### src/hdl/sdtc_consts.svh
// Constants of the SDRAM timing and clock-enable control block.
// Assumes inclusion by bare name from the block's design files.
`ifndef SDTC_CONSTS_SVH
`define SDTC_CONSTS_SVH
// Register offsets
`define SDTC_OFF_CTRL 8'h00
`define SDTC_OFF_STAT 8'h04
// Control register reset, writable bits (reserved ones read zero)
`define SDTC_CTRL_RST 32'h0000_0000
`define SDTC_CTRL_WMASK 32'h9fbe_ff7f
// Field positions
`define SDTC_POS_PD_SEL 18
`define SDTC_POS_CKE_ON 17
`define SDTC_POS_SR_LOW 13
`define SDTC_POS_ACT_RW 11
`define SDTC_POS_PRE_ACT 8
`define SDTC_POS_WR_REC 5
`define SDTC_POS_REF_REC 2
`define SDTC_POS_RD_LAT 0
// Timer load offsets: load value is cycles minus one
`define SDTC_RAS_ADD 4'h3
`define SDTC_WR_ADD 4'h1
// Latency codes that are allowed
`define SDTC_CL2 2'h1
`define SDTC_CL3 2'h2
// Pin commands {cs_n, ras_n, cas_n, we_n}
`define SDTC_CMD_NOP 4'h7
`define SDTC_CMD_ACT 4'h3
`define SDTC_CMD_READ 4'h5
`define SDTC_CMD_WRITE 4'h4
`define SDTC_CMD_PRE 4'h2
`define SDTC_CMD_REF 4'h1
// Timer indices
`define SDTC_TM_ARW 0
`define SDTC_TM_RP 1
`define SDTC_TM_WR 2
`define SDTC_TM_RC 3
`define SDTC_TM_RAS 4
`define SDTC_NT 5
`endif

### src/hdl/sdtc_pkg.sv
// Types of the SDRAM timing and clock-enable control block.
// Assumes nothing beyond a SystemVerilog compiler.
package sdtc_pkg;
  typedef enum logic [2:0] {
    SDTC_REQ_ACT = 3'h0,
    SDTC_REQ_READ = 3'h1,
    SDTC_REQ_WRITE = 3'h2,
    SDTC_REQ_PRE = 3'h3,
    SDTC_REQ_REF = 3'h4,
    SDTC_REQ_SREF_ENTER = 3'h5,
    SDTC_REQ_SREF_EXIT = 3'h6
  } sdtc_req_t;
  typedef enum logic [3:0] {
    SDTC_ST_OFF = 4'h1,
    SDTC_ST_IDLE = 4'h2,
    SDTC_ST_PDOWN = 4'h4,
    SDTC_ST_SREF = 4'h8
  } sdtc_state_t;
endpackage

### src/hdl/sdtc_cfg_if.sv
// Carrier between the register file and the command core.
// Assumes both ends run on the same clock.
`timescale 1ns/1ps
interface sdtc_cfg_if;
  logic cke_on;
  logic cke_set;
  logic pd_sel;
  logic [2:0] sr_low;
  logic [1:0] act_rw;
  logic [2:0] pre_act;
  logic [1:0] wr_rec;
  logic [2:0] ref_rec;
  logic [1:0] rd_lat;
  logic [7:0] status;
  modport regs(output cke_on, cke_set, pd_sel, sr_low, act_rw, pre_act, wr_rec, ref_rec, rd_lat,
    input status);
  modport core(input cke_on, cke_set, pd_sel, sr_low, act_rw, pre_act, wr_rec, ref_rec, rd_lat,
    output status);
endinterface

### src/hdl/sdtc_timer.sv
// Loadable down-counter guarding one command interval.
// Assumes load is a single-cycle request from the same clock.
`timescale 1ns/1ps
module sdtc_timer #(
  parameter int W = 4
) (
  input wire logic clk,
  input wire logic rst_n,
  input wire logic load,
  input wire logic [W-1:0] value,
  output logic busy
);
  logic [W-1:0] cnt;

  // Busy until the count has run out
  assign busy = (cnt != '0);

  // Reload wins over the running count
  always_ff @(posedge clk or negedge rst_n) begin
    if (!rst_n) begin
      cnt <= '0;
    end else if (load) begin
      cnt <= value;
    end else if (busy) begin
      cnt <= cnt - 1'b1;
    end
  end
endmodule

### src/hdl/sdtc_regs.sv
// Control and status registers on a plain strobe port.
// Assumes strobes are one cycle long and never both at once.
`timescale 1ns/1ps
`include "sdtc_consts.svh"
module sdtc_regs (
  input wire logic clk,
  input wire logic rst_n,
  input wire logic [7:0] addr,
  input wire logic [31:0] wdata,
  input wire logic wr,
  input wire logic rd,
  output logic [31:0] rdata,
  sdtc_cfg_if.regs cfg
);
  logic [31:0] ctrl;
  logic cke_set;
  wire hit_ctrl = (addr == `SDTC_OFF_CTRL);
  wire hit_stat = (addr == `SDTC_OFF_STAT);
  wire wr_ctrl = wr & hit_ctrl;
  wire [31:0] rd_mux = hit_ctrl ? ctrl : hit_stat ? {24'h000000, cfg.status} : 32'h0000_0000;

  // Reserved bits are dropped on write
  always_ff @(posedge clk or negedge rst_n) begin
    if (!rst_n) begin
      ctrl <= `SDTC_CTRL_RST;
      cke_set <= 1'b0;
      rdata <= 32'h0000_0000;
    end else begin
      if (wr_ctrl) begin
        ctrl <= wdata & `SDTC_CTRL_WMASK;
      end
      cke_set <= wr_ctrl & wdata[`SDTC_POS_CKE_ON];
      rdata <= rd ? rd_mux : 32'h0000_0000;
    end
  end

  // Field fan-out to the core
  assign cfg.cke_on = ctrl[`SDTC_POS_CKE_ON];
  assign cfg.cke_set = cke_set;
  assign cfg.pd_sel = ctrl[`SDTC_POS_PD_SEL];
  assign cfg.sr_low = ctrl[`SDTC_POS_SR_LOW +: 3];
  assign cfg.act_rw = ctrl[`SDTC_POS_ACT_RW +: 2];
  assign cfg.pre_act = ctrl[`SDTC_POS_PRE_ACT +: 3];
  assign cfg.wr_rec = ctrl[`SDTC_POS_WR_REC +: 2];
  assign cfg.ref_rec = ctrl[`SDTC_POS_REF_REC +: 3];
  assign cfg.rd_lat = ctrl[`SDTC_POS_RD_LAT +: 2];
endmodule

### src/hdl/sdtc_top.sv
// Command timing core of the SDRAM controller: clock-enable pin,
// power-down, self-refresh and the interval counters between commands.
// Assumes the request port and register port sit on clk, the SDRAM bus clock.
//
// Overview of operation
// - In power-down, only power-down exit is issued
// - Writing clock-enable bit one issues power-down exit
// - Clock-enable bit zero drives the pin low
// - Reserved control bits ignore writes, read zero
// - Self-refresh keeps clock-enable low 4 to 11
// - Activate to read or write: 1 to 4
// - Precharge to activate: field plus one cycles
// - Write recovery: field plus one cycles, held before activate, not before precharge
// - After write wait write-recovery plus precharge time
// - Refresh recovery blocks activate: 1 to 15
// - Self-refresh exit waits refresh recovery after pin
// - Read latency 2 or 3, other codes inhibited
// - Power-down mode enters power-down when idle
`timescale 1ns/1ps
`include "sdtc_consts.svh"
module sdtc_top #(
  parameter int TW = 4
) (
  input wire logic clk,
  input wire logic rst_n,
  input wire logic [7:0] addr,
  input wire logic [31:0] wdata,
  input wire logic wr,
  input wire logic rd,
  output logic [31:0] rdata,
  input wire logic req_valid,
  input wire sdtc_pkg::sdtc_req_t req_code,
  output logic req_grant,
  output logic sd_cke,
  output logic sd_clk_run,
  output logic [3:0] sd_cmd,
  output logic rd_sample
);

  sdtc_cfg_if cfg();

  // Register file on the strobe port
  sdtc_regs u_regs (
    .clk(clk),
    .rst_n(rst_n),
    .addr(addr),
    .wdata(wdata),
    .wr(wr),
    .rd(rd),
    .rdata(rdata),
    .cfg(cfg)
  );

  sdtc_pkg::sdtc_state_t state;
  sdtc_pkg::sdtc_state_t next_state;

  logic next_cke;
  logic next_clk_run;
  logic [3:0] next_cmd;
  logic next_grant;
  logic [2:0] pend;
  logic [2:0] next_pend;

  logic [`SDTC_NT-1:0] tm_load;
  logic [`SDTC_NT-1:0] tm_busy;
  logic [TW-1:0] tm_val [`SDTC_NT];

  // One down-counter per guarded interval
  generate
    for (genvar i = 0; i < `SDTC_NT; i++) begin : g_tm
      sdtc_timer #(
        .W(TW)
      ) u_tm (
        .clk(clk),
        .rst_n(rst_n),
        .load(tm_load[i]),
        .value(tm_val[i]),
        .busy(tm_busy[i])
      );
    end
  endgenerate

  // Load values are the cycle counts minus one
  assign tm_val[`SDTC_TM_ARW] = TW'({2'h0, cfg.act_rw});
  assign tm_val[`SDTC_TM_RP] = TW'({1'h0, cfg.pre_act});
  // Write recovery and precharge time are added
  assign tm_val[`SDTC_TM_WR] = TW'({2'h0, cfg.wr_rec}) + TW'({1'h0, cfg.pre_act})
                               + TW'(`SDTC_WR_ADD);
  // Odd counts 1 to 15 from the code
  assign tm_val[`SDTC_TM_RC] = TW'({cfg.ref_rec, 1'b0});
  // Low time 4 to 11 from the code
  assign tm_val[`SDTC_TM_RAS] = TW'({1'h0, cfg.sr_low}) + TW'(`SDTC_RAS_ADD);

  // Individual timer states
  wire arw_busy = tm_busy[`SDTC_TM_ARW];
  wire rp_busy = tm_busy[`SDTC_TM_RP];
  wire wr_busy = tm_busy[`SDTC_TM_WR];
  wire rc_busy = tm_busy[`SDTC_TM_RC];
  wire ras_busy = tm_busy[`SDTC_TM_RAS];
  wire any_busy = |tm_busy;

  // Latency code decode; inhibited codes stall reads
  wire cl_two = (cfg.rd_lat == `SDTC_CL2);
  wire cl_three = (cfg.rd_lat == `SDTC_CL3);
  wire cl_ok = cl_two | cl_three;

  // Refresh recovery also covers the wait after self-refresh exit,
  // so it holds back every command, not only activate
  wire quiet = ~rc_busy;

  // Per-request readiness
  wire act_ok = ~rp_busy & ~wr_busy;
  wire rw_ok = ~arw_busy;
  wire read_ok = rw_ok & cl_ok;
  wire ref_ok = ~rp_busy & ~wr_busy;
  wire sref_ok = ~rp_busy & ~wr_busy & (pend == 3'h0);

  // Request decode
  wire is_act = (req_code == sdtc_pkg::SDTC_REQ_ACT);
  wire is_read = (req_code == sdtc_pkg::SDTC_REQ_READ);
  wire is_write = (req_code == sdtc_pkg::SDTC_REQ_WRITE);
  wire is_pre = (req_code == sdtc_pkg::SDTC_REQ_PRE);
  wire is_ref = (req_code == sdtc_pkg::SDTC_REQ_REF);
  wire is_sin = (req_code == sdtc_pkg::SDTC_REQ_SREF_ENTER);
  wire is_sout = (req_code == sdtc_pkg::SDTC_REQ_SREF_EXIT);

  // Whether the request may go in this cycle from idle
  wire req_ok = (is_act & act_ok)
              | (is_read & read_ok)
              | (is_write & rw_ok)
              | is_pre
              | (is_ref & ref_ok)
              | (is_sin & sref_ok);

  // State flags
  wire in_off = (state == sdtc_pkg::SDTC_ST_OFF);
  wire in_idle = (state == sdtc_pkg::SDTC_ST_IDLE);
  wire in_pdown = (state == sdtc_pkg::SDTC_ST_PDOWN);
  wire in_sref = (state == sdtc_pkg::SDTC_ST_SREF);

  // A request taken from idle
  wire take = in_idle & req_valid & quiet & req_ok;

  // Kinds of taken request
  wire go_act = take & is_act;
  wire go_read = take & is_read;
  wire go_write = take & is_write;
  wire go_pre = take & is_pre;
  wire go_ref = take & is_ref;
  wire go_sin = take & is_sin;

  // Self-refresh exit once the low time has run out
  wire go_sout = in_sref & req_valid & is_sout & ~ras_busy;

  // Enter power-down only with nothing to do; a pending read
  // must land first, so the pipeline has to be empty
  wire pd_enter = in_idle & cfg.pd_sel & ~req_valid & ~any_busy
                & (pend == 3'h0) & ~cfg.cke_set;

  // Leave power-down on work, on mode off, or on software's write
  wire pd_exit = in_pdown & (req_valid | ~cfg.pd_sel | cfg.cke_set);

  // Timer loads
  assign tm_load[`SDTC_TM_ARW] = go_act;
  assign tm_load[`SDTC_TM_RP] = go_pre;
  assign tm_load[`SDTC_TM_WR] = go_write;
  assign tm_load[`SDTC_TM_RC] = go_ref | go_sout;
  assign tm_load[`SDTC_TM_RAS] = go_sin;

  // Read sample pipeline: a bit enters at depth latency minus one
  wire [2:0] pend_in = ~go_read ? 3'h0 : cl_three ? 3'h4 : 3'h2;
  assign next_pend = {1'b0, pend[2:1]} | pend_in;

  // Next pin state and command
  always_comb begin
    next_state = state;
    next_cke = sd_cke;
    next_clk_run = sd_clk_run;
    next_cmd = `SDTC_CMD_NOP;
    next_grant = 1'b0;
    unique case (state)
      sdtc_pkg::SDTC_ST_OFF: begin
        next_cke = 1'b0;
        // Pin raised once software has set the bit
        if (cfg.cke_set) begin
          next_cke = 1'b1;
          next_clk_run = 1'b1;
          next_state = sdtc_pkg::SDTC_ST_IDLE;
        end
      end
      sdtc_pkg::SDTC_ST_IDLE: begin
        if (pd_enter) begin
          next_cke = 1'b0;
          next_clk_run = 1'b0;
          next_state = sdtc_pkg::SDTC_ST_PDOWN;
        end else if (take) begin
          next_grant = 1'b1;
          if (go_act) begin
            next_cmd = `SDTC_CMD_ACT;
          end else if (go_read) begin
            next_cmd = `SDTC_CMD_READ;
          end else if (go_write) begin
            next_cmd = `SDTC_CMD_WRITE;
          end else if (go_pre) begin
            next_cmd = `SDTC_CMD_PRE;
          end else begin
            next_cmd = `SDTC_CMD_REF;
          end
          // Self-refresh: refresh with the pin dropped
          if (go_sin) begin
            next_cke = 1'b0;
            next_state = sdtc_pkg::SDTC_ST_SREF;
          end
        end
      end
      sdtc_pkg::SDTC_ST_PDOWN: begin
        // Nothing but the exit, or clearing the clock-enable bit, leaves here
        if (pd_exit) begin
          next_cke = 1'b1;
          next_clk_run = 1'b1;
          next_state = sdtc_pkg::SDTC_ST_IDLE;
        end
      end
      sdtc_pkg::SDTC_ST_SREF: begin
        if (go_sout) begin
          next_cke = 1'b1;
          next_grant = 1'b1;
          next_state = sdtc_pkg::SDTC_ST_IDLE;
        end
      end
      default: begin
        next_cke = 1'b0;
        next_clk_run = 1'b1;
        next_state = sdtc_pkg::SDTC_ST_OFF;
      end
    endcase
    // Clearing the bit drops the pin from any state
    if (!cfg.cke_on) begin
      next_cke = 1'b0;
      next_clk_run = 1'b1;
      next_cmd = `SDTC_CMD_NOP;
      next_grant = 1'b0;
      next_state = sdtc_pkg::SDTC_ST_OFF;
    end
  end

  // State and pin flops
  always_ff @(posedge clk or negedge rst_n) begin
    if (!rst_n) begin
      state <= sdtc_pkg::SDTC_ST_OFF;
      sd_cke <= 1'b0;
      sd_clk_run <= 1'b1;
      sd_cmd <= `SDTC_CMD_NOP;
    end else begin
      state <= next_state;
      sd_cke <= next_cke;
      sd_clk_run <= next_clk_run;
      sd_cmd <= next_cmd;
    end
  end

  // Grant and read sample flops
  always_ff @(posedge clk or negedge rst_n) begin
    if (!rst_n) begin
      req_grant <= 1'b0;
      pend <= 3'h0;
      rd_sample <= 1'b0;
    end else begin
      req_grant <= next_grant;
      pend <= next_pend;
      rd_sample <= pend[0];
    end
  end

  // Status for software: state, pin, timers, pending read
  assign cfg.status = {1'b0, |pend, any_busy, sd_cke,
                       in_sref, in_pdown, in_idle, in_off};

endmodule

### config.mk
export PLATFORM = sky130hd
export DESIGN_NAME = sdtc_top
export DESIGN_NICKNAME = d
export VERILOG_FILES = /design/src/hdl/sdtc_pkg.sv /design/src/hdl/sdtc_cfg_if.sv /design/src/hdl/sdtc_timer.sv /design/src/hdl/sdtc_regs.sv /design/src/hdl/sdtc_top.sv
export VERILOG_INCLUDE_DIRS = /design/src /design/src/hdl
export SDC_FILE = /design/constraint.sdc
export NUM_CORES = 1
export LEC_CHECK = 0
export BUFFER_PORTS_ARGS = -buffer_cell sky130_fd_sc_hd__buf_2
export CAP_MARGIN = 20
export CORE_AREA = 4 4 144 118
export CTS_BUF_LIST = sky130_fd_sc_hd__clkbuf_4 sky130_fd_sc_hd__clkbuf_8 sky130_fd_sc_hd__clkbuf_16
export DETAILED_ROUTE_END_ITERATION = 8
export DIE_AREA = 0 0 148 122
export GPL_ROUTABILITY_DRIVEN = 0
export PLACE_DENSITY = 0.51
export SYNTH_ARGS = -nofsm -noshare
export SYNTH_HDL_FRONTEND = slang
export SYNTH_HIERARCHICAL = 1
export SYNTH_SLANG_ARGS = --single-unit
### constraint.sdc
create_clock -name clk -period 7 [get_ports clk]
set_clock_uncertainty 0.15 [all_clocks]
set_input_delay 1.05 -clock clk [delete_from_list [all_inputs] [get_ports clk]]
set_output_delay 1.05 -clock clk [all_outputs]
set_load 0.01 [all_outputs]
==> results of run 1 <==
==> cell usage after synthesis (2+ instances only) <==
| library cell | number | area [um^2] |
|---|---|---|
| sky130_fd_sc_hd__dfrtp_1 | 85 | 2130 |
| sky130_fd_sc_hd__inv_1 | 28 | 105 |
| sky130_fd_sc_hd__and2_1 | 21 | 131 |
| sky130_fd_sc_hd__buf_4 | 21 | 158 |
| sky130_fd_sc_hd__mux2_4 | 19 | 285 |
| sky130_fd_sc_hd__nand2_1 | 18 | 67.6 |
| sky130_fd_sc_hd__o21ai_0 | 17 | 85.1 |
| sky130_fd_sc_hd__ha_1 | 14 | 175 |
| sky130_fd_sc_hd__nor3_1 | 13 | 65.1 |
| sky130_fd_sc_hd__mux2_2 | 12 | 135 |
| sky130_fd_sc_hd__mux2i_1 | 12 | 120 |
| sky130_fd_sc_hd__nor2b_1 | 11 | 68.8 |
| sky130_fd_sc_hd__nor2_1 | 9 | 33.8 |
| sky130_fd_sc_hd__clkbuf_1 | 8 | 30.0 |
| sky130_fd_sc_hd__xnor2_1 | 7 | 61.3 |
| sky130_fd_sc_hd__buf_2 | 6 | 30.0 |
| sky130_fd_sc_hd__nor3b_1 | 6 | 45.0 |
| sky130_fd_sc_hd__a21oi_1 | 5 | 25.0 |
| sky130_fd_sc_hd__a221o_1 | 5 | 50.1 |
| sky130_fd_sc_hd__dfstp_2 | 5 | 131 |
| sky130_fd_sc_hd__or2b_2 | 5 | 43.8 |
| sky130_fd_sc_hd__or3b_1 | 5 | 43.8 |
| sky130_fd_sc_hd__buf_6 | 4 | 45.0 |
| sky130_fd_sc_hd__nand2b_1 | 4 | 25.0 |
| sky130_fd_sc_hd__nand3_1 | 4 | 20.0 |
| sky130_fd_sc_hd__nor4_1 | 3 | 18.8 |
| sky130_fd_sc_hd__nor4_4 | 3 | 63.8 |
| sky130_fd_sc_hd__nor4b_1 | 3 | 26.3 |
| sky130_fd_sc_hd__xor2_1 | 3 | 26.3 |
| sky130_fd_sc_hd__a21boi_0 | 2 | 15.0 |
| sky130_fd_sc_hd__a22o_1 | 2 | 17.5 |
| sky130_fd_sc_hd__and3_1 | 2 | 12.5 |
| sky130_fd_sc_hd__and4_1 | 2 | 17.5 |
| sky130_fd_sc_hd__conb_1 | 2 | 7.51 |
| sky130_fd_sc_hd__nand3_4 | 2 | 35.0 |
| sky130_fd_sc_hd__o211ai_1 | 2 | 15.0 |
| sky130_fd_sc_hd__o21a_1 | 2 | 15.0 |
==> worst paths after layout <==
kind / start / to / slack [ns] / cells past startpoint
worst max-delay path: g_tm[0].u_tm/cnt[0] / g_tm[3].u_tm/cnt[3] / 3.39 / 9
worst min-delay path: pend[1] / pend[0] / 0.25 / 0
worst max register to register: g_tm[0].u_tm/cnt[0] / g_tm[3].u_tm/cnt[3] / 3.39 / 9
worst min register to register: pend[1] / pend[0] / 0.25 / 0
max in group asynchronous: rst_n / g_tm[0].u_tm/cnt[2] / 5.09 / 2
min in group asynchronous: rst_n / u_regs/rdata[6] / 0.48 / 1
==> per-stage QoR <==
step	util (%)	setup slack, ns
5_1_grt	34.4	3.14
6_report	34.4	3.39
3_5_place_dp	32.3	3.29
4_1_cts	34.3	3.34
2_1_floorplan	-	3.85
3_3_place_gp	32.3	3.36
==> metal layers <==
| metal | track usage [%] | routed length [um] | part of all wire (%) | vias up |
|---|---|---|---|---|
| li1 | - | - | - | 1439 |
| met1 | 14.7 | 4400 | 48 | 1405 |
| met2 | 17.6 | 4280 | 46 | 52 |
| met3 | 3.20 | 405 | 4.4 | 12 |
| met4 | 3.40 | 148 | 1.6 | 0 |
| met5 | 0 | 0 | 0 | - |
==> registers in the layout, indices dropped and copies added (netlist names) <==
register and flops:
g_tm.u_tm/cnt 20, pend 3, rd_sample 1, req_grant 1
sd_cke 1, sd_clk_run 1, sd_cmd 3, state 4
u_regs/cfg.cke_set 1, u_regs/ctrl 27, u_regs/rdata 28
==> power by group through the flow <==
stage,Sequential (mW),Combinational [mW],Clock [mW]
after global routing,0.535,0.0634,0.567
after global placement,0.544,0.0557,0
after detailed placement,0.544,0.0569,0
after floorplan,0.541,0.0365,0
after CTS,0.535,0.0571,0.542
final,0.534,0.0552,0.524
==> kinds of logic after synthesis <==
kind of cell,count (synthesis),synth area share [%]
DFF,90,49.1
AOI/OAI and AO/OA,47,7.54
xor gates and xnor gates,10,1.91
other,2,0.163
adders and majority gates,15,4.25
and+or+nand+nor,118,17.2
buffers and inverters,68,8.09
muxes,43,11.8
==> area by class of cell <==
type | instances | area share (%)
Sequential cell | 90 | 42.1
Clock inverter | 6 | 1.68
Inverter | 28 | 1.96
Clock buffer | 10 | 4.34
Tap cell | 215 | 5.02
Multi-Input combinational cell | 243 | 37.2
Timing Repair Buffer | 80 | 7.61
==> flow_summary.json, run 1 <==
{
  "run_status": "completed",
  "synth_ff_type": "sky130_fd_sc_hd__dfrtp_1",
  "power_frac_clock_pct": 47.1,
  "total_power_mw": 1.11,
  "ys_ff_latch": 90,
  "numCtsBuffers": 9,
  "ys.warnings.count": 6,
  "num_vias": 2908,
  "worst_hold_slack_ns": 0.250,
  "fp.dieArea_um2": 18100,
  "setup_repair_after_global_routing_missed_its_margin": "no",
  "cts_root_buf": "sky130_fd_sc_hd__clkbuf_16",
  "die_width_um": 148,
  "post-route-period-util_pct": 51.6,
  "coreArea_um2": 15600,
  "starting_density_pct": 29.5,
  "max_cap_viol_count": 0,
  "area.sequential_um2": 2260,
  "clock_sinks": 90,
  "ir_worst_vdd_uv": 108,
  "edff_count_synth": 0,
  "timing.critical_path.fanout_max": 8,
  "cts_hold_buf": 0,
  "first_global_vias": 3087,
  "switching_share_pct": 21.8,
  "power.share.combinational_pct": 5.0,
  "path_cells": "inv_1 > ha_1 > or3b_1 > or3b_2 > a31oi_1 > o21bai_2 > o31ai_1 > nor3_1 > a221o_1",
  "tritoncts_clock_tree": "done",
  "grt_util_all_layers_pct": 11.1,
  "min_path_type": "reg -> reg",
  "fillers": 1603,
  "worst-path-buf-inv": 1,
  "postcts_setup_bufs": 0,
  "postRouteWirelength_um": 9230,
  "synthesis.instances": 393,
  "drive_gt1_share_pct": 32.8,
  "max_freq_mhz": 277,
  "multi_input_logic_area_um2": 2000,
  "routedWlPerCell_um": 13.7,
  "area_growth_syn_to_layout_pct": 16.6,
  "synth_sequential_area_ratio_pct": 49.1,
  "drt_drc_violations_left": 0,
  "category_of_cells_accounting_for_the_largest_share_of_critical_path_delay": "compound AO/OA/AOI/OAI gates",
  "critical_path.endpoint_type": "register",
  "place_area_um2": 5030,
  "design.portCount": 88,
  "drt_pass1_iterations": 4,
  "worst_path_largest_cell_delay_ns": 0.76,
  "antenna_found_initial": 0,
  "antenna_left": 0,
  "fin_area_um2": 5360,
  "crit_arrival_ns": 3.68,
  "cts-resized-gates": 0,
  "globalRoute.totalOverflow": 0,
  "finalMaxSlewViolations": 0,
  "cp_slowest_cell": "sky130_fd_sc_hd__o31ai_1",
  "pin_count_of_the_biggest_net_entering_global_routing": 63,
  "clk_pin_slew_worst_paths_ns": 0.07,
  "synthArstFlopShare_pct": 100,
  "timing_worst_setup_path_type": "reg -> reg",
  "power_density_nw_per_um2": 208,
  "placement.io_buffers": 77,
  "nets": 515,
  "dp.cells": 655,
  "netSwitchingPower_mw": 0.243,
  "slew-limit-headroom_pct": 40.3,
  "via_per_inst": 4.33,
  "drt_iter0_drc": 94,
  "antenna_cells_inserted": 0,
  "insertion_delay_ns": 0.34,
  "clock_path_buffers": 2,
  "fin_tns_setup_ns": 0,
  "period_needed_ns": 3.61,
  "worst_margin_slew_ns": 0.888,
  "setup_viol": 0,
  "post_layout_nonfiller_instances": 672,
  "die-height_um": 122,
  "htreeDepth": 3,
  "layout_commonest_cell": "sky130_fd_sc_hd__dfrtp_1",
  "grt_pass1_wl_um": 15800,
  "total_leakage_power_nw": 2.64,
  "hold_viol_final": 0,
  "most-common-layout-cells": "sky130_fd_sc_hd__dfrtp_1, sky130_fd_sc_hd__buf_2, sky130_fd_sc_hd__inv_1",
  "data_required_time_of_the_critical_path_ns": 7.07,
  "synth.lib_cells_used.distinct": 58,
  "power.sequential.fraction_pct": 48.0,
  "crit_path_start_kind": "register",
  "mean_area_per_synthesized_cell_um2": 11.7,
  "p_int_mw": 0.870,
  "place_hpwl_um": 6790,
  "syn-cell-area_um2": 4600,
  "placementRows": 41
}
(Power assumes the default switching activity.)
==> inputs of run 2 (changes only) <==
- PLACE_DENSITY: 0.51 -> 0.53
- clock period: 7 -> 2.9 ns (I/O delays scaled with it)
==> run 2 against run 1 <==
Effect of this change:
- cell area increased by 2.5%
- critical path type unchanged
- worst setup slack got worse by 3.3 ns
- die area unchanged
- largest power group unchanged
- cell count increased by 2.2%
- wire length increased by 2.9%
- non-clock buffer count increased by 15
==> flow_summary.json, run 2 (synthesized netlist as in run 1, its figures left out) <==
{
  "num_vias": 3023,
  "first_global_vias": 3171,
  "post_layout_nonfiller_instances": 687,
  "numCtsBuffers": 9,
  "timing.critical_path.fanout_max": 6,
  "worst_path_most_repeated_cell": "sky130_fd_sc_hd__buf_4",
  "fin_area_um2": 5490,
  "grt_pass1_wl_um": 16200,
  "cp_slowest_cell": "sky130_fd_sc_hd__dfrtp_1",
  "antenna_cells_inserted": 0,
  "placementRows": 41,
  "crit_arrival_ns": 2.85,
  "ir_worst_vdd_uv": 302,
  "hold_viol_final": 0,
  "drive_gt1_share_pct": 35.6,
  "reg2regPathDepth": 11,
  "power_density_nw_per_um2": 471,
  "fp.dieArea_um2": 18100,
  "crit_path_start_kind": "register",
  "max_flop_register": "u_regs/rdata",
  "design.portCount": 88,
  "clock_sinks": 90,
  "fin_tns_setup_ns": 0,
  "path_cells": "inv_1 > ha_1 > or3b_1 > buf_4 > nand2b_1 > a31oi_4 > o21bai_2 > o31ai_2 > buf_4 > nor3_1 > a221o_1",
  "clk_pin_slew_worst_paths_ns": 0.07,
  "die-height_um": 122,
  "fillers": 1609,
  "place_area_um2": 5150,
  "period_needed_ns": 2.78,
  "postRouteWirelength_um": 9500,
  "setup_repair_after_global_routing_missed_its_margin": "no",
  "worst-r2r-setup-slack_ns": 0.12,
  "die_width_um": 148,
  "hp-start": "wdata[1]",
  "number_of_flip_flops_under_the_largest_register_name": 28,
  "drt_drc_violations_left": 0,
  "reg_top3": "u_regs/rdata x28, u_regs/ctrl x27, g_tm.u_tm/cnt x20",
  "coreArea_um2": 15600,
  "globalRoute.totalOverflow": 0,
  "placement.io_buffers": 77,
  "place_hpwl_um": 6930,
  "data_required_time_of_the_critical_path_ns": 2.97,
  "antenna_found_initial": 0,
  "htreeDepth": 3,
  "post-route-period-util_pct": 95.9,
  "worst_margin_slew_ns": 0.746,
  "worstReg2RegStart": "g_tm[0].u_tm/cnt[1]",
  "starting_density_pct": 29.5,
  "tritoncts_clock_tree": "done",
  "slew-limit-headroom_pct": 49.6,
  "timing_worst_setup_path_type": "reg -> reg",
  "hold_path_depth": 2,
  "max_cap_viol_count": 0,
  "drt_iter0_drc": 137,
  "area.sequential_um2": 2260,
  "drt_pass1_iterations": 6,
  "clock_path_buffers": 2,
  "layout_setup_ws_ns": 0.120,
  "cts_root_buf": "sky130_fd_sc_hd__clkbuf_16",
  "crit-reg2reg-capture": "g_tm[3].u_tm/cnt[3]",
  "multi_input_logic_area_um2": 2030,
  "most-common-layout-cells": "sky130_fd_sc_hd__dfrtp_1, sky130_fd_sc_hd__buf_2, sky130_fd_sc_hd__inv_1",
  "insertion_delay_ns": 0.35,
  "run_status": "completed",
  "critical_path.endpoint_type": "register",
  "via_per_inst": 4.40,
  "total_leakage_power_nw": 2.72,
  "dp_worst_setup_slack_ns": -0.0239,
  "area_growth_syn_to_layout_pct": 19.5,
  "layout_commonest_cell": "sky130_fd_sc_hd__dfrtp_1",
  "max_freq_mhz": 360,
  "worst_path_largest_cell_delay_ns": 0.38,
  "dp.cells": 668,
  "routedWlPerCell_um": 13.8,
  "grt_util_all_layers_pct": 11.4,
  "pin_count_of_the_biggest_net_entering_global_routing": 55,
  "min_path_type": "in -> reg",
  "min_to": "u_regs/ctrl[1]",
  "finalMaxSlewViolations": 0,
  "setup_viol": 0,
  "antenna_left": 0,
  "nets": 530
}
==> run 2: changes by cell type in the layout (fill, tap and decap cells not counted), sizes merged <==
cell,previous run,this run
buf,80,94
bufinv,2,1
dlygate4sd3,0,1
clkinv,2,4
inv,29,28
==> run 2: worst max-delay path by stage <==
stage                   startpoint                   to  slack (ns)  cells past startpoint
2_1_floorplan  g_tm[0].u_tm/cnt[0]  g_tm[3].u_tm/cnt[3]       -0.01                     11
3_3_place_gp   g_tm[0].u_tm/cnt[1]  g_tm[3].u_tm/cnt[3]        0.03                     10
3_5_place_dp   g_tm[0].u_tm/cnt[1]  g_tm[3].u_tm/cnt[3]       -0.02                     10
4_1_cts        g_tm[0].u_tm/cnt[1]  g_tm[3].u_tm/cnt[3]      -0.006                     10
5_1_grt        g_tm[0].u_tm/cnt[1]  g_tm[3].u_tm/cnt[3]       0.004                     11
6_report       g_tm[0].u_tm/cnt[1]  g_tm[3].u_tm/cnt[3]        0.12                     11
==> run 2: final cells by class <==
class	instances	share of cell area [%]
clock inverter	6	1.05
tap	215	4.90
inverter	28	1.91
timing repair buffer	95	9.80
multi-input combinational	243	37.0
sequential	90	41.1
clock buffer	10	4.24
==> run 2: layer usage <==
metal	vias to the layer above	share of wire [%]	track usage, %
li1	1463	-	-
met3	15	5.4	3.98
met2	61	47	18.4
met5	-	0	0
met4	0	1.6	3.12
met1	1484	46	14.6
==> run 2: critical path: cells and delay by family, from the launching register on <==
family,cells,cell delay (ns)
buffers and inverters,3,0.45
AND/OR/NAND/NOR,3,0.65
AO/OA/AOI/OAI,4,0.84
flip-flops,1,0.38
adder cells (fa/ha/maj),1,0.19
==> run 2: repair_timing <==
| action | in CTS | in global routing |
|---|---|---|
| endpoints found under the setup margin | 2 | 5 |
| setup buffers | 2 | 0 |
| pin swaps | 1 | 0 |
| hold endpoints to repair | 35 | 0 |
| hold buffers | 1 | 0 |
| gates resized for setup | 0 | 5 |
==> run 2: power breakdown <==
part           internal (mW)  switching [mW]
Sequential              1.27          0.0175
Combinational         0.0658          0.0769
Clock                  0.671           0.482
==> run 2: stage by stage <==
step / utilization, % / hold WS, ns / power, mW
detailed placement: 33.0 / 0.234 / 1.46
CTS: 35.0 / 0.148 / 2.65
global placement: 33.0 / 0.228 / 1.45
floorplan: - / -0.0106 / 1.39
finish: 35.2 / 0.166 / 2.59
global route: 35.2 / 0.150 / 2.72
==> inputs of run 3 (changes only) <==
- CORE_AREA: 4 4 144 118 -> 4 4 129 131
- DIE_AREA: 0 0 148 122 -> 0 0 133 135
==> run 3 against run 2 <==
Effect of this change:
- wire length grew 0.42%
- clock-buffer cell count grew 4
- first-iteration DRC count shrank 42%
- worst hold slack gained 0.0060 ns
- non-clock buffer count grew 2
- via count shrank 1.6%
- critical endpoint unchanged
- worst setup slack lost 0.0059 ns
- sequential cell count is the same
- combinational power is essentially flat
- cell area is essentially flat
- global-route usage shrank 0.26 points
- maximum frequency shrank 0.21%
==> flow_summary.json, run 3 (synthesized netlist as in run 1, its figures left out) <==
{
  "run_status": "completed",
  "drt_iter0_drc": 80,
  "coreArea_um2": 15600,
  "reg_top3": "u_regs/rdata x28, u_regs/ctrl x27, g_tm.u_tm/cnt x20",
  "fin_area_um2": 5500,
  "tritoncts_clock_tree": "done",
  "postRouteWirelength_um": 9540,
  "finalMaxSlewViolations": 0,
  "crit_path_start_kind": "register",
  "numCtsBuffers": 9,
  "routedWlPerCell_um": 13.8,
  "total_power_mw": 2.54,
  "placementRows": 46,
  "clock_path_buffers": 2,
  "setup_viol": 0,
  "worst_hold_slack_ns": 0.172,
  "area_growth_syn_to_layout_pct": 19.6,
  "final_core_utilization_pct": 35.2,
  "multi_input_logic_area_um2": 2030,
  "dp_worst_setup_slack_ns": -0.0925,
  "place_hpwl_um": 7010,
  "post_layout_nonfiller_instances": 690,
  "dp.cells": 670,
  "antenna_found_initial": 0,
  "max_freq_mhz": 359,
  "insertion_delay_ns": 0.34,
  "layout_commonest_cell": "sky130_fd_sc_hd__dfrtp_1",
  "slew-limit-headroom_pct": 54.1,
  "placement.io_buffers": 77,
  "number_of_flip_flops_under_the_largest_register_name": 28,
  "setup_repair_after_global_routing_missed_its_margin": "no",
  "place_area_um2": 5160,
  "worst_margin_slew_ns": 0.688,
  "fp.dieArea_um2": 18000,
  "first_global_vias": 3077,
  "crit_arrival_ns": 2.86,
  "drt_pass1_iterations": 4,
  "antenna_cells_inserted": 0,
  "most-common-layout-cells": "sky130_fd_sc_hd__dfrtp_1, sky130_fd_sc_hd__buf_2, sky130_fd_sc_hd__inv_1",
  "ir_worst_vdd_uv": 252,
  "timing.critical_path.fanout_max": 6,
  "critical_path.endpoint_type": "register",
  "power_density_nw_per_um2": 463,
  "htreeDepth": 3,
  "hold_viol_final": 0,
  "via_per_inst": 4.31,
  "die-height_um": 135,
  "die_width_um": 133,
  "grt_pass1_wl_um": 15700,
  "timing_worst_setup_path_type": "reg -> reg",
  "drt_drc_violations_left": 0,
  "clock_sinks": 90,
  "design.portCount": 88,
  "antenna_left": 0,
  "num_vias": 2975,
  "period_needed_ns": 2.79,
  "layout_setup_ws_ns": 0.114,
  "fin_tns_setup_ns": 0,
  "globalRoute.totalOverflow": 0,
  "nets": 532,
  "total_leakage_power_nw": 2.72,
  "post-route-period-util_pct": 96.1,
  "cts_root_buf": "sky130_fd_sc_hd__clkbuf_16",
  "min_path_type": "in -> reg",
  "drive_gt1_share_pct": 36.1,
  "pin_count_of_the_biggest_net_entering_global_routing": 50,
  "max_cap_viol_count": 0,
  "clk_pin_slew_worst_paths_ns": 0.06,
  "area.sequential_um2": 2260,
  "data_required_time_of_the_critical_path_ns": 2.97,
  "fillers": 1570,
  "max_flop_register": "u_regs/rdata",
  "starting_density_pct": 29.5,
  "grt_util_all_layers_pct": 11.1
}
-- run 3: changes by cell type in the layout (fill, tap and decap cells not counted), sizes merged --
cell,before,now
buf,94,96
bufinv,1,0
clkbuf,10,14
clkinv,4,2
clkinvlp,1,0
-- run 3: routing by layer --
metal / share of wire [%] / wire length, um / vias to the layer above / GRT usage [%]
met5: 0 / 0 / - / 0
met4: 1.8 / 167 / 0 / 4.10
met3: 3.6 / 345 / 14 / 3.13
met2: 48 / 4540 / 54 / 18.4
met1: 47 / 4490 / 1444 / 13.9
li1: - / - / 1463 / -
-- run 3: path summary, 6_finish.rpt --
path                                     start             endpoint  slack [ns]  cells after the start
max in group asynchronous                rst_n             state[0]        1.41                      3
setup reg to reg           g_tm[0].u_tm/cnt[0]  g_tm[3].u_tm/cnt[3]        0.11                     10
setup / recovery           g_tm[0].u_tm/cnt[0]  g_tm[3].u_tm/cnt[3]        0.11                     10
hold reg to reg                        pend[1]              pend[0]        0.24                      0
min in group asynchronous                rst_n  g_tm[3].u_tm/cnt[3]        0.49                      2
hold / removal                       wdata[18]      u_regs/ctrl[18]        0.17                      2
-- run 3: final cells by class --
| type | count | area share, % |
|---|---|---|
| clock buffers | 14 | 4.90 |
| clock inverters | 2 | 0.250 |
| inverters | 28 | 1.91 |
| multi-input cells | 243 | 36.9 |
| flip-flops and latches | 90 | 41.1 |
| well taps | 216 | 4.92 |
| repair buffers | 97 | 10.1 |
-- run 3: what timing repair did --
action / CTS / global route
resized for setup: 3 / 3
setup endpoints to repair: 2 / 2
endpoints found under the hold margin: 37 / 0
setup buffers: 1 / 2
hold buffers: 1 / 0
pin swaps: 0 / 1
-- run 3: report_power, final --
group | total [mW] | internal (mW) | switching, mW
logic | 0.142 | 0.0651 | 0.0773
clock network | 1.11 | 0.643 | 0.467
registers | 1.29 | 1.27 | 0.0172
-- run 3: critical path, cell delays in order, from the launching register on --
cell and delay [ns]:
sky130_fd_sc_hd__dfrtp_1 0.38, sky130_fd_sc_hd__inv_1 0.09, sky130_fd_sc_hd__ha_2 0.19, sky130_fd_sc_hd__or3b_4 0.39, sky130_fd_sc_hd__or3b_4 0.44, sky130_fd_sc_hd__a31oi_4 0.16, sky130_fd_sc_hd__o21bai_2 0.10, sky130_fd_sc_hd__o31ai_2 0.23
sky130_fd_sc_hd__buf_4 0.19, sky130_fd_sc_hd__nor3_1 0.05, sky130_fd_sc_hd__a221o_1 0.31
